## src/pfbs_defs.svh

```systemverilog
// Functional notes
// Primary block holds 128 or 256 sectors of 128 bytes, by size variant.
// Secondary 8 KByte block holds 64 sectors of 128 bytes.
// Low seven address bits pick the byte, higher bits pick the sector.
// Field 10 or 11 hides secondary from fetch; programming reaches it at E000H-FFFFH.
// Field 01 maps primary at 0000H-7FFFH and secondary at E000H-FFFFH for fetch.
// Field 00 fetches 0000H-1FFFH from the secondary block.
// Field 00 fetches primary elsewhere; programming still reaches low primary.
// Every reset loads the field from the two start-up bits by reset type.
// Start-up bits change only by host-mode or in-application programming command.
// Software may rewrite field bit 0 anytime; start-up bit 0 stays unchanged. Writes in INIT or with a reset event are dropped.
// Software must not switch mapping while running from 0000H-1FFFH.
// Reset table: power-on inverts both; watchdog/brown-out and software per type.
// Each fetch decodes with the current field; changes apply from next fetch.
`ifndef PFBS_DEFS_SVH
`define PFBS_DEFS_SVH

// Register offsets
`define PFBS_OFS_FIELD   4'h0
`define PFBS_OFS_CFG     4'h1
`define PFBS_OFS_STATUS  4'h2

// Field, start-up bit and read-data reset values
`define PFBS_FIELD_RST   2'h0
`define PFBS_SC_ERASED   2'h3
`define PFBS_RDATA_RST   8'h00

// Address map
`define PFBS_BYTE_BITS   7
`define PFBS_SEC_BASE    16'hE000
`define PFBS_OVL_TOP     16'h1FFF
`define PFBS_KBYTE       1024

// Status register fields
`define PFBS_ST_KIND_LSB 0
`define PFBS_ST_BIG_BIT  2
`define PFBS_ST_RUN_BIT  3

`endif

```

## src/pfbs_pkg.sv

```systemverilog
`include "pfbs_defs.svh"
package pfbs_pkg;

	// Which memory answers an access
	typedef enum logic [1:0] {
		PFBS_BLK_NONE = 2'h0,
		PFBS_BLK_PRI  = 2'h1,
		PFBS_BLK_SEC  = 2'h2
	} pfbs_blk_t;

	// Kind of reset that reloads the field
	typedef enum logic [1:0] {
		PFBS_RST_POR  = 2'h0,
		PFBS_RST_WDT  = 2'h1,
		PFBS_RST_SOFT = 2'h2
	} pfbs_rst_kind_t;

	// Origin of a start-up bit programming command
	typedef enum logic [1:0] {
		PFBS_SRC_NONE = 2'h0,
		PFBS_SRC_HOST = 2'h1,
		PFBS_SRC_IAP  = 2'h2
	} pfbs_cfg_src_t;

	// Controller states
	typedef enum logic [1:0] {
		PFBS_ST_INIT = 2'b01,
		PFBS_ST_RUN  = 2'b10
	} pfbs_state_t;

	// Decoded access: block, sector and byte within sector
	typedef struct packed {
		pfbs_blk_t  blk;
		logic [7:0] sector;
		logic [6:0] offset;
	} pfbs_map_t;

	// Request carrier for a fetch or programming access
	typedef struct packed {
		logic        req;
		logic [15:0] addr;
	} pfbs_req_t;

endpackage

```

## src/pfbs_decode.sv

```systemverilog
`timescale 1ns/1ps
`include "pfbs_defs.svh"
module pfbs_decode #(
	parameter int PRI_KB = 32
) (
	input  wire logic             prog_i,
	input  wire logic [1:0]       field_i,
	input  wire logic [15:0]      addr_i,
	output pfbs_pkg::pfbs_map_t   map_o
);
	import pfbs_pkg::*;

	localparam logic [16:0] PRI_END = 17'(PRI_KB * `PFBS_KBYTE);

	logic in_pri;
	logic in_sec_hi;
	logic in_low;

	// Address windows
	assign in_pri    = {1'b0, addr_i} < PRI_END;
	assign in_sec_hi = addr_i >= `PFBS_SEC_BASE;
	assign in_low    = addr_i <= `PFBS_OVL_TOP;

	// Block selection, then sector and byte split
	always_comb begin
		map_o.blk = PFBS_BLK_NONE;
		if (prog_i) begin
			if (in_sec_hi) begin
				map_o.blk = PFBS_BLK_SEC;
			end else if (in_pri) begin
				map_o.blk = PFBS_BLK_PRI;
			end
		end else begin
			case (field_i)
				2'b00: begin
					if (in_low) begin
						map_o.blk = PFBS_BLK_SEC;
					end else if (in_pri) begin
						map_o.blk = PFBS_BLK_PRI;
					end
				end
				2'b01: begin
					if (in_pri) begin
						map_o.blk = PFBS_BLK_PRI;
					end else if (in_sec_hi) begin
						map_o.blk = PFBS_BLK_SEC;
					end
				end
				default: begin
					if (in_pri) begin
						map_o.blk = PFBS_BLK_PRI;
					end
				end
			endcase
		end
		map_o.offset = addr_i[`PFBS_BYTE_BITS-1:0];
		if (map_o.blk == PFBS_BLK_SEC) begin
			map_o.sector = {2'h0, addr_i[12:`PFBS_BYTE_BITS]};
		end else if (map_o.blk == PFBS_BLK_PRI) begin
			map_o.sector = addr_i[14:`PFBS_BYTE_BITS];
		end else begin
			map_o.sector = 8'h00;
		end
	end

endmodule // pfbs_decode

```

## src/pfbs_top.sv

```systemverilog
// Design decisions made here: the placing of the registers and the plain strobed port.
`timescale 1ns/1ps
`include "pfbs_defs.svh"
module pfbs_top #(
	parameter int PRI_KB = 32
) (
	input  wire logic                    ref_clk_i,
	input  wire logic                    rst_n_i,
	// Register port
	input  wire logic [3:0]              reg_addr_i,
	input  wire logic [7:0]              reg_wdata_i,
	input  wire logic                    reg_wr_i,
	input  wire logic                    reg_rd_i,
	output logic [7:0]                   reg_rdata_o,
	// Reset events from the reset controller
	input  wire logic                    sys_rst_req_i,
	input  pfbs_pkg::pfbs_rst_kind_t     sys_rst_kind_i,
	// Start-up bit programming command
	input  wire logic                    cfg_wr_i,
	input  pfbs_pkg::pfbs_cfg_src_t      cfg_src_i,
	input  wire logic [1:0]              cfg_wdata_i,
	// Instruction fetch
	input  pfbs_pkg::pfbs_req_t          fetch_i,
	output logic                         fetch_valid_o,
	output pfbs_pkg::pfbs_map_t          fetch_map_o,
	// In-application programming access
	input  pfbs_pkg::pfbs_req_t          prog_i,
	output logic                         prog_valid_o,
	output pfbs_pkg::pfbs_map_t          prog_map_o,
	// Mapping state
	output logic [1:0]                   block_switch_field_o,
	output logic                         startup_cfg_bit0_o,
	output logic                         startup_cfg_bit1_o,
	output logic                         map_changed_o
);
	import pfbs_pkg::*;

	////////////////////////////////////////////////////////////////////////////////
	// Declarations
	////////////////////////////////////////////////////////////////////////////////

	pfbs_state_t    state;
	pfbs_state_t    next_state;
	logic [1:0]     block_switch_field;
	logic [1:0]     next_field;
	logic           startup_cfg_bit0;
	logic           startup_cfg_bit1;
	pfbs_rst_kind_t last_kind;
	pfbs_map_t      fetch_map;
	pfbs_map_t      prog_map;
	logic           field_wr;
	logic           cfg_ok;
	logic           reload;
	pfbs_rst_kind_t reload_kind;
	logic [7:0]     next_rdata;
	logic [7:0]     status_word;
	logic [1:0]     field_d;

	localparam logic BIG_VARIANT = (PRI_KB == 32);

	////////////////////////////////////////////////////////////////////////////////
	// Controller state
	////////////////////////////////////////////////////////////////////////////////

	// First cycle after reset release loads the field
	always_comb begin
		next_state = state;
		case (state)
			PFBS_ST_INIT: begin
				next_state = PFBS_ST_RUN;
			end
			PFBS_ST_RUN: begin
				next_state = PFBS_ST_RUN;
			end
			default: begin
				next_state = PFBS_ST_INIT;
			end
		endcase
	end

	// State register
	always_ff @(posedge ref_clk_i or negedge rst_n_i) begin
		if (!rst_n_i) begin
			state <= PFBS_ST_INIT;
		end else begin
			state <= next_state;
		end
	end

	////////////////////////////////////////////////////////////////////////////////
	// Start-up configuration bits
	////////////////////////////////////////////////////////////////////////////////

	// Only host-mode or programming commands may alter them
	assign cfg_ok = cfg_wr_i && ((cfg_src_i == PFBS_SRC_HOST) || (cfg_src_i == PFBS_SRC_IAP));

	// Nonvolatile bits, modelled as flops with the erased value at power-up
	always_ff @(posedge ref_clk_i or negedge rst_n_i) begin
		if (!rst_n_i) begin
			startup_cfg_bit0 <= 1'(`PFBS_SC_ERASED >> 0);
			startup_cfg_bit1 <= 1'(`PFBS_SC_ERASED >> 1);
		end else if (cfg_ok) begin
			startup_cfg_bit0 <= cfg_wdata_i[0];
			startup_cfg_bit1 <= cfg_wdata_i[1];
		end
	end

	////////////////////////////////////////////////////////////////////////////////
	// Block-switch field
	////////////////////////////////////////////////////////////////////////////////

	// A reload comes from reset release or a reset event
	assign reload      = (state == PFBS_ST_INIT) || sys_rst_req_i;
	assign reload_kind = (state == PFBS_ST_INIT) ? PFBS_RST_POR : sys_rst_kind_i;
	assign field_wr    = reg_wr_i && (reg_addr_i == `PFBS_OFS_FIELD) && (state == PFBS_ST_RUN);

	// Next field: reset loading first, then software write of bit 0
	always_comb begin
		next_field = block_switch_field;
		if (reload) begin
			case (reload_kind)
				PFBS_RST_POR: begin
					next_field = {~startup_cfg_bit1, ~startup_cfg_bit0};
				end
				PFBS_RST_WDT: begin
					next_field[0] = ~startup_cfg_bit0;
					if (!startup_cfg_bit1) begin
						next_field[1] = 1'b1;
					end
				end
				PFBS_RST_SOFT: begin
					next_field = {1'b1, ~startup_cfg_bit0};
				end
				default: begin
					next_field = {~startup_cfg_bit1, ~startup_cfg_bit0};
				end
			endcase
		end else if (field_wr) begin
			next_field[0] = reg_wdata_i[0];
		end
	end

	// Field register; start-up bits untouched by software writes
	always_ff @(posedge ref_clk_i or negedge rst_n_i) begin
		if (!rst_n_i) begin
			block_switch_field <= `PFBS_FIELD_RST;
		end else begin
			block_switch_field <= next_field;
		end
	end

	// Last reset kind, for software
	always_ff @(posedge ref_clk_i or negedge rst_n_i) begin
		if (!rst_n_i) begin
			last_kind <= PFBS_RST_POR;
		end else if (reload) begin
			last_kind <= reload_kind;
		end
	end

	// Delayed field copy, so the change pulse lags the field by one cycle
	always_ff @(posedge ref_clk_i or negedge rst_n_i) begin
		if (!rst_n_i) begin
			field_d <= `PFBS_FIELD_RST;
		end else begin
			field_d <= block_switch_field;
		end
	end

	// Mapping-change pulse, one cycle after the field moves
	always_ff @(posedge ref_clk_i or negedge rst_n_i) begin
		if (!rst_n_i) begin
			map_changed_o <= 1'b0;
		end else begin
			map_changed_o <= (block_switch_field != field_d);
		end
	end

	// Mirror of mapping state
	always_ff @(posedge ref_clk_i or negedge rst_n_i) begin
		if (!rst_n_i) begin
			block_switch_field_o <= `PFBS_FIELD_RST;
			startup_cfg_bit0_o   <= 1'(`PFBS_SC_ERASED >> 0);
			startup_cfg_bit1_o   <= 1'(`PFBS_SC_ERASED >> 1);
		end else begin
			block_switch_field_o <= next_field;
			startup_cfg_bit0_o   <= cfg_ok ? cfg_wdata_i[0] : startup_cfg_bit0;
			startup_cfg_bit1_o   <= cfg_ok ? cfg_wdata_i[1] : startup_cfg_bit1;
		end
	end

	////////////////////////////////////////////////////////////////////////////////
	// Address decoders
	////////////////////////////////////////////////////////////////////////////////

	// Fetch path follows the current field
	pfbs_decode #(
		.PRI_KB (PRI_KB)
	) u_fetch_dec (
		.prog_i  (1'b0),
		.field_i (block_switch_field),
		.addr_i  (fetch_i.addr),
		.map_o   (fetch_map)
	);

	// Programming path sees both blocks whatever the field
	pfbs_decode #(
		.PRI_KB (PRI_KB)
	) u_prog_dec (
		.prog_i  (1'b1),
		.field_i (block_switch_field),
		.addr_i  (prog_i.addr),
		.map_o   (prog_map)
	);

	// Registered fetch answer
	always_ff @(posedge ref_clk_i or negedge rst_n_i) begin
		if (!rst_n_i) begin
			fetch_valid_o <= 1'b0;
			fetch_map_o   <= '0;
		end else begin
			fetch_valid_o <= fetch_i.req && (state == PFBS_ST_RUN);
			if (fetch_i.req) begin
				fetch_map_o <= fetch_map;
			end
		end
	end

	// Registered programming answer
	always_ff @(posedge ref_clk_i or negedge rst_n_i) begin
		if (!rst_n_i) begin
			prog_valid_o <= 1'b0;
			prog_map_o   <= '0;
		end else begin
			prog_valid_o <= prog_i.req && (state == PFBS_ST_RUN);
			if (prog_i.req) begin
				prog_map_o <= prog_map;
			end
		end
	end

	////////////////////////////////////////////////////////////////////////////////
	// Register read port
	////////////////////////////////////////////////////////////////////////////////

	// Status word: reset kind, size variant, running
	always_comb begin
		status_word = 8'h00;
		status_word[`PFBS_ST_KIND_LSB+1:`PFBS_ST_KIND_LSB] = last_kind;
		status_word[`PFBS_ST_BIG_BIT] = BIG_VARIANT;
		status_word[`PFBS_ST_RUN_BIT] = (state == PFBS_ST_RUN);
	end

	// Read mux; unmapped offsets read as zero
	always_comb begin
		next_rdata = 8'h00;
		if (reg_addr_i == `PFBS_OFS_FIELD) begin
			next_rdata = {6'h00, block_switch_field};
		end else if (reg_addr_i == `PFBS_OFS_CFG) begin
			next_rdata = {6'h00, startup_cfg_bit1, startup_cfg_bit0};
		end else if (reg_addr_i == `PFBS_OFS_STATUS) begin
			next_rdata = status_word;
		end
	end

	// Read data stands for one cycle after the strobe
	always_ff @(posedge ref_clk_i or negedge rst_n_i) begin
		if (!rst_n_i) begin
			reg_rdata_o <= `PFBS_RDATA_RST;
		end else if (reg_rd_i) begin
			reg_rdata_o <= next_rdata;
		end else begin
			reg_rdata_o <= `PFBS_RDATA_RST;
		end
	end

endmodule // pfbs_top

```

## config.mk

```make
export PLATFORM = sky130hd
export DESIGN_NAME = pfbs_top
export DESIGN_NICKNAME = d
export VERILOG_FILES = /design/src/pfbs_pkg.sv /design/src/pfbs_decode.sv /design/src/pfbs_top.sv
export VERILOG_INCLUDE_DIRS = /design/src
export SDC_FILE = /design/constraint.sdc
export NUM_CORES = 1
export LEC_CHECK = 0
export BUFFER_PORTS_ARGS = -buffer_cell sky130_fd_sc_hd__buf_2
export CAP_MARGIN = 10
export CORE_MARGIN = 8
export CORE_UTILIZATION = 35
export DETAILED_ROUTE_END_ITERATION = 8
export PLACE_DENSITY = 0.64
export SYNTH_ARGS = -nofsm -noshare
export SYNTH_HDL_FRONTEND = slang
export SYNTH_SLANG_ARGS = --single-unit
```

## constraint.sdc

```tcl
create_clock -name ref_clk_i -period 1.9 [get_ports ref_clk_i]
set_clock_uncertainty 0.15 [all_clocks]
set_input_delay 0 -clock ref_clk_i [delete_from_list [all_inputs] [get_ports ref_clk_i]]
set_output_delay 0 -clock ref_clk_i [all_outputs]
set_load 0.005 [all_outputs]
```

==> results of run 1 <==
what timing repair did:
action	4_1_cts	5_1_grt
setup endpoints to repair	0	4
gates resized for setup	0	1
hold buffers	59	0
hold endpoints to repair	72	0
area by class of cell:
type                    instances  area, sq um  area share
flip-flops and latches         51         1280       0.389
repair buffers                155         1070       0.324
inverters                       9         33.8      0.0103
multi-input cells              93          711       0.216
clock inverters                 1         30.0     0.00913
clock buffers                   7         76.3      0.0232
well taps                      75         93.8      0.0285
registers in the layout, summed over array words and instances (netlist names):
| signal | count |
|---|---|
| fetch_map_o | 17 |
| prog_map_o | 17 |
| reg_rdata_o | 4 |
| block_switch_field_o | 2 |
| field_d | 2 |
| last_kind | 2 |
| state | 2 |
| fetch_valid_o | 1 |
| map_changed_o | 1 |
| prog_valid_o | 1 |
| startup_cfg_bit0_o | 1 |
| startup_cfg_bit1_o | 1 |
cell families (layout without fill, tap and decap cells):
group / after synthesis / in the layout / share of synthesized area
AOI/OAI and AO/OA: 28 / 28 / 0.0986
DFF: 51 / 51 / 0.623
and+or+nand+nor: 34 / 34 / 0.0943
adders and majority gates: 3 / 3 / 0.0183
xor gates and xnor gates: 3 / 3 / 0.0128
buffers and inverters: 15 / 172 / 0.0390
other: 1 / 4 / 0.00182
muxes: 21 / 21 / 0.113
per-stage QoR:
step	hold slack, ps	setup slack [ps]	cells
3_3_place_gp	-148	167	327
6_report	-19.5	52.5	391
4_1_cts	14.8	24.3	394
2_1_floorplan	-446	227	159
5_1_grt	25.7	10.5	391
3_5_place_dp	-139	151	327
per-layer routing:
| layer | global-route usage | part of all wire |
|---|---|---|
| met2 | 0.242 | 0.49 |
| met5 | 0 | 0 |
| met1 | 0.161 | 0.44 |
| met3 | 0.0421 | 0.060 |
| met4 | 0.0443 | 0.010 |
worst min path at each step:
stage                 from                 endpoint  slack (ps)  cells after the start
2_1_floorplan      rst_n_i  block_switch_field_o[0]        -450                      0
3_3_place_gp       rst_n_i                 state[1]        -150                      1
3_5_place_dp       rst_n_i                 state[1]        -140                      1
4_1_cts        fetch_i[16]          fetch_map_o[16]          10                      2
5_1_grt        fetch_i[16]          fetch_map_o[16]          30                      2
6_report       fetch_i[16]          fetch_map_o[13]         -20                      2
cell usage in the layout, fill, tap and decap left out, drive strengths merged:
| cell | n |
|---|---|
| bufinv | 1 |
| mux2 | 17 |
| nand2 | 9 |
| o21ai | 6 |
| nand4 | 1 |
| nand3b | 4 |
| xor2 | 1 |
| clkbuf | 7 |
| nor2b | 2 |
| a21o | 1 |
| buf | 99 |
| nor3 | 1 |
| and2 | 3 |
| xnor2 | 2 |
| nor4bb | 1 |
| nor4 | 1 |
| dfstp | 3 |
| o32a | 1 |
| nand2b | 1 |
| nor2 | 4 |
| inv | 9 |
| or4 | 1 |
| or2 | 2 |
| and3 | 2 |
| a22o | 12 |
| a2111o | 1 |
| o2bb2ai | 1 |
| mux2i | 4 |
| ha | 3 |
| nand4b | 2 |
| dfrtp | 48 |
| dlygate4sd3 | 56 |
| a21oi | 6 |
| conb | 4 |
where the power goes:
group,switching [W],total [W],internal [W]
clock,0.000327,0.000721,0.000394
combinational,0.000201,0.000491,0.000290
sequential,0.0000533,0.00125,0.00120
total,0.000581,0.00246,0.00188
==> run metrics, run 1 <==
end of the critical path reg_rdata_o[1]; delay-heaviest family, CP buffers and inverters; fin area approximately 3300 sq um; Die W around 93 microns; WP depth 6; commonest cells in the netlist dfrtp_1 (48), mux2_2 (17), a22o_1 (12); Syn Inst Count roughly 160; drt total wl about 5700 microns; placed inst area around 2600 sq um; worst r2r path cells 4; IO Count 107; fillcell total between 500 and 600; failing checks hold timing; WL per Instance approximately 15 microns; CTS HTree Levels 2; total chip power between 0.002 and 0.0025 W; Worst-Margin Slew between 500 and 600 ps; Initial DRC Count 34; # nets final around 380; CTS tree built; synthesized flop and latch total 51; Highest Clock Rate ~540 MHz; crit path capture type flop; CP Max Fanout 2; clk root buf clkbuf_8; cell with the most instances after synthesis dfrtp_1; layout cells sized above 1 0.411; CTS Buf Count 5; Final setup viols 0; num rows 28; Data required, critical path ~1900 ps; RR Endpoint reg_rdata_o[1]; CP startpoint reg_rd_i; Cell Area, Synth about 2000 sq um; critical path class input pin to flop; Netlist cell types 34; final period utilization 0.972; most used flip-flop cell after synthesis dfrtp_1; global route overflow 0; largest net degree at the start of global routing 24; global-route wire length before repair 9520 microns; hpwl dp 3840 microns; RSZ-0062 raised after global routing false; Synth top area share 0.584; reg2reg setup slack approximately 90 ps; Tmin final 1850 ps; CTS clk-pin slew, worst paths 80 ps; worst skew pair latency around 300 ps; relative slew slack 0.642; leading area contributor after synthesis dfrtp_1; Util after Layout 0.566; Buf/Inv on CP 4; Buffers on Ports between 90 and 100; most frequent CP cell dlygate4sd3_1; Placeable Area between 5000 and 6000 sq um; Hold Slack -19.5 ps; RePlAce Congestion a little under 0.8; Area Growth Syn to Fin 60.1%; crit path launch type input pin; Worst R2R Start startup_cfg_bit1_o; Yosys warnings 0; Max-cap violations 0; setup TNS 0 ps; slowest CP cell dlygate4sd3_1; ys async rst share 1.00; pwr/cell area between 700 and 800 nW/um^2; Avg Cell Area, Syn roughly 13 sq um; post-synthesis sequential area ratio 0.623; first drt pass iteration count 4; Starting Density 0.353; vias in the first global route 1,977; CP arrival roughly 1900 ps; synth top area cells dfrtp_1 (58%), mux2_2 (9.3%), a22o_1 (5.1%), dfstp_2 (3.8%), mux2i_1 (1.9%); Peak VDD IR 0.352 mV; Die Span Y 92.6 microns; CP peak stage delay 580 ps; leakage power figure ~1.6 nW; Max clock buf depth 2; drt drc 0; EDFF count, synth 0; Diodes inserted 0; CTS Sinks about 50; Hold Vio Cnt, Final 2; vias after detailed routing ~1,700; critical-path cell list dlygate4sd3_1, buf_2, nand2_1, dlygate4sd3_1, a21oi_2, dlygate4sd3_1; Hold Crit Class input pin to flop; Die Area around 8600 sq um; status complete, but fails checks; antenna violations before repair 0; post-CTS setup buffer count 0; ANT nets after route 0; Total Routing Usage GR 0.139; DR vias/cell about 4.5; Max Slew Vio Count 0
No activity file was read; power rests on OpenSTA's default activity.
==> run 2: changes to the inputs <==
--- a/config.mk
+++ b/config.mk
@@ -11,7 +11,8 @@
 export CORE_MARGIN = 8
 export CORE_UTILIZATION = 35
 export DETAILED_ROUTE_END_ITERATION = 8
-export PLACE_DENSITY = 0.64
+export PLACE_DENSITY = 0.62
 export SYNTH_ARGS = -nofsm -noshare
 export SYNTH_HDL_FRONTEND = slang
+export SYNTH_HIERARCHICAL = 1
 export SYNTH_SLANG_ARGS = --single-unit
==> run 2 against run 1 <==
Sequential share of layout area decreased by 1.5 points; register-to-register slack improved by 60 ps; the flow now finishes without violations; setup slack improved by 100 ps; largest power group unchanged; wire length increased by 4.6%; final cell count increased by 3.1%.
==> run metrics, run 2 <==
Cell Area, Synth around 2400 sq um; Synth top area share 0.509; CTS Sinks between 50 and 60; Internal approximately 0.0018 W; ys async rst share 1.00; synth top area cells dfrtp_1 (51%), mux2_2 (17%), buf_4 (6.4%), a21boi_0 (4.1%), dfstp_2 (3.3%); cell with the most instances after synthesis dfrtp_1; Worst-Margin Slew 541 ps; CTS tree built; Avg Cell Area, Syn 12.8 sq um; leakage power figure 1.68 nW; Netlist cell types 30; FF/Latch Area about 1300 sq um; Buffers on Ports between 90 and 100; leading area contributor after synthesis dfrtp_1; Die W 98.1 microns; crit path launch type flop; Setup WS pre-CTS approximately 160 ps; CTS HTree Levels 2; Net Sw Power 0.000614 W; Highest Clock Rate about 570 MHz; largest net degree at the start of global routing 31; final setup margin roughly 150 ps; pwr/cell area roughly 710 nW/um^2; WL per Instance 14.7 microns; Peak VDD IR roughly 0.31 mV; Final setup viols 0; Clk pwr share 0.256; most common cell after layout, fill and taps aside buf_2; Hold Crit Class input pin to flop; Area Growth Syn to Fin 45.0%; final period utilization 0.919; worst r2r path cells 5; commonest cells in the netlist dfrtp_1 (48), mux2_2 (36), buf_4 (20); Syn Inst Count between 150 and 200; Buf/Inv on CP 1; fin cells 403; WP depth 5; WHS Path Cells 3; Max-cap violations 0; global-route wire length before repair between 10,000 and 15,000 microns; antenna violations before repair 0; clk root buf clkbuf_8; Initial DRC Count 55; Hold Slack 9.58 ps; global route overflow 0; CP arrival 1790 ps; multi-input logic area 931 sq um; Max clock buf depth 2; Yosys warnings 6; setup TNS 0 ps; CTS Buf Count 5; Resize count post-CTS 0; placed cells ~350; CP Max Fanout 4; fillcell total just under 600; CTS clk-pin slew, worst paths 90 ps; RSZ-0062 raised after global routing false; post-synthesis sequential area ratio 0.542; vias after detailed routing between 1,500 and 2,000; Max Slew Vio Count 0; drt drc 0; CP peak stage delay about 540 ps; Total Routing Usage GR 0.128; vias in the first global route between 2,000 and 2,500; sw frac 0.254; Starting Density 0.355; # nets final 384; Diodes inserted 0; relative slew slack 0.639; critical path class flop to flop; num rows 30; Tmin final between 1500 and 2000 ps; Top Registers fetch_map_o (17), prog_map_o (17), reg_rdata_o (4); slowest CP cell dfstp_2; IO Count between 100 and 150; Die Span Y a little under 100 microns; ANT nets after route 0; drt total wl approximately 5900 microns; DR vias/cell 4.59; critical-path cell list inv_1, ha_1, nor4bb_1, a311o_1, o21a_1; leading cell types in the layout, fill and taps excluded buf_2 (95), dlygate4sd3_1 (50), dfrtp_1 (48); Comb pwr share 0.221; hpwl dp about 4000 microns; Placeable Area approximately 6600 sq um; RePlAce Congestion slightly above 0.8; first drt pass iteration count 5; most used flip-flop cell after synthesis dfrtp_1; Seq pwr share 0.523; Util after Layout 0.515; status finished, final reports clean; delay-heaviest family, CP flip-flops; worst skew pair latency between 200 and 300 ps; crit path capture type flop; Die Area 9630 sq um; EDFF count, synth 0; Data required, critical path around 1900 ps; post-CTS setup buffer count 0; synthesized flop and latch total around 50; Hold Vio Cnt, Final 0; layout cells sized above 1 0.458
[run 2: changes by cell type after synthesis, moves of 6 or more]
cell,before,now
a21boi_0,0,13
a22o_1,12,0
buf_4,4,20
mux2_2,17,36
nor2b_1,2,8
[run 2: worst register-to-register path, cell delays in order (launching register included)]
cell and delay (ps):
dfstp_2 540, inv_1 40, ha_1 240, nor4bb_1 160, a311o_1 350, o21a_1 170
[run 2: area by class of cell]
type,count,area share
flip-flops and latches,51,0.374
well taps,80,0.0293
repair buffers,148,0.296
clock buffers,6,0.0241
clock inverters,1,0.00146
multi-input cells,114,0.272
inverters,3,0.00329
[run 2: path summary, 6_finish.rpt]
path                                   from                 endpoint  slack (ps)
worst max-delay path               state[0]  block_switch_field_o[0]         150
worst min-delay path            fetch_i[15]          fetch_map_o[15]          10
worst max register to register     state[0]  block_switch_field_o[0]         150
worst min register to register   field_d[1]            map_changed_o         330
max in group asynchronous           rst_n_i       startup_cfg_bit1_o         920
min in group asynchronous           rst_n_i           prog_map_o[10]          70
[run 2: per-stage QoR]
| stage | cell area (sq um) | power (W) |
|---|---|---|
| after floorplan | 2390 | 0.00151 |
| after global placement | 2830 | 0.00172 |
| after detailed placement | 2830 | 0.00173 |
| after CTS | 3430 | 0.00246 |
| after global routing | 3420 | 0.00256 |
| final | 3420 | 0.00242 |
[run 2: logic make-up after synthesis]
logic type,after synthesis,synth area share
DFF,51,0.542
buffers and inverters,27,0.0758
muxes,41,0.193
xor gates and xnor gates,3,0.0111
other,2,0.00318
and+or+nand+nor,31,0.0748
AOI/OAI and AO/OA,26,0.0838
adders and majority gates,3,0.0159
[run 2: power groups by stage]
| stage | combinational (W) | clock [W] | sequential, W |
|---|---|---|---|
| final | 0.000533 | 0.000619 | 0.00126 |
| after global routing | 0.000591 | 0.000689 | 0.00128 |
| after CTS | 0.000539 | 0.000659 | 0.00126 |
| after global placement | 0.000440 | 0 | 0.00128 |
| after floorplan | 0.000212 | 0 | 0.00130 |
| after detailed placement | 0.000447 | 0 | 0.00129 |
[run 2: routing by layer]
layer | global-route usage | wire length [microns] | part of all wire | up-vias
li1 | - | - | - | 893
met1 | 0.137 | 2370 | 0.40 | 886
met2 | 0.228 | 3090 | 0.52 | 66
met3 | 0.0434 | 395 | 0.066 | 6
met4 | 0.0504 | 78 | 0.013 | 0
met5 | 0 | 0 | 0 | -
[run 2: timing repair]
item                                   4_1_cts  5_1_grt
hold buffers                                51        0
endpoints found under the hold margin       88        0
setup endpoints to repair                    0        1
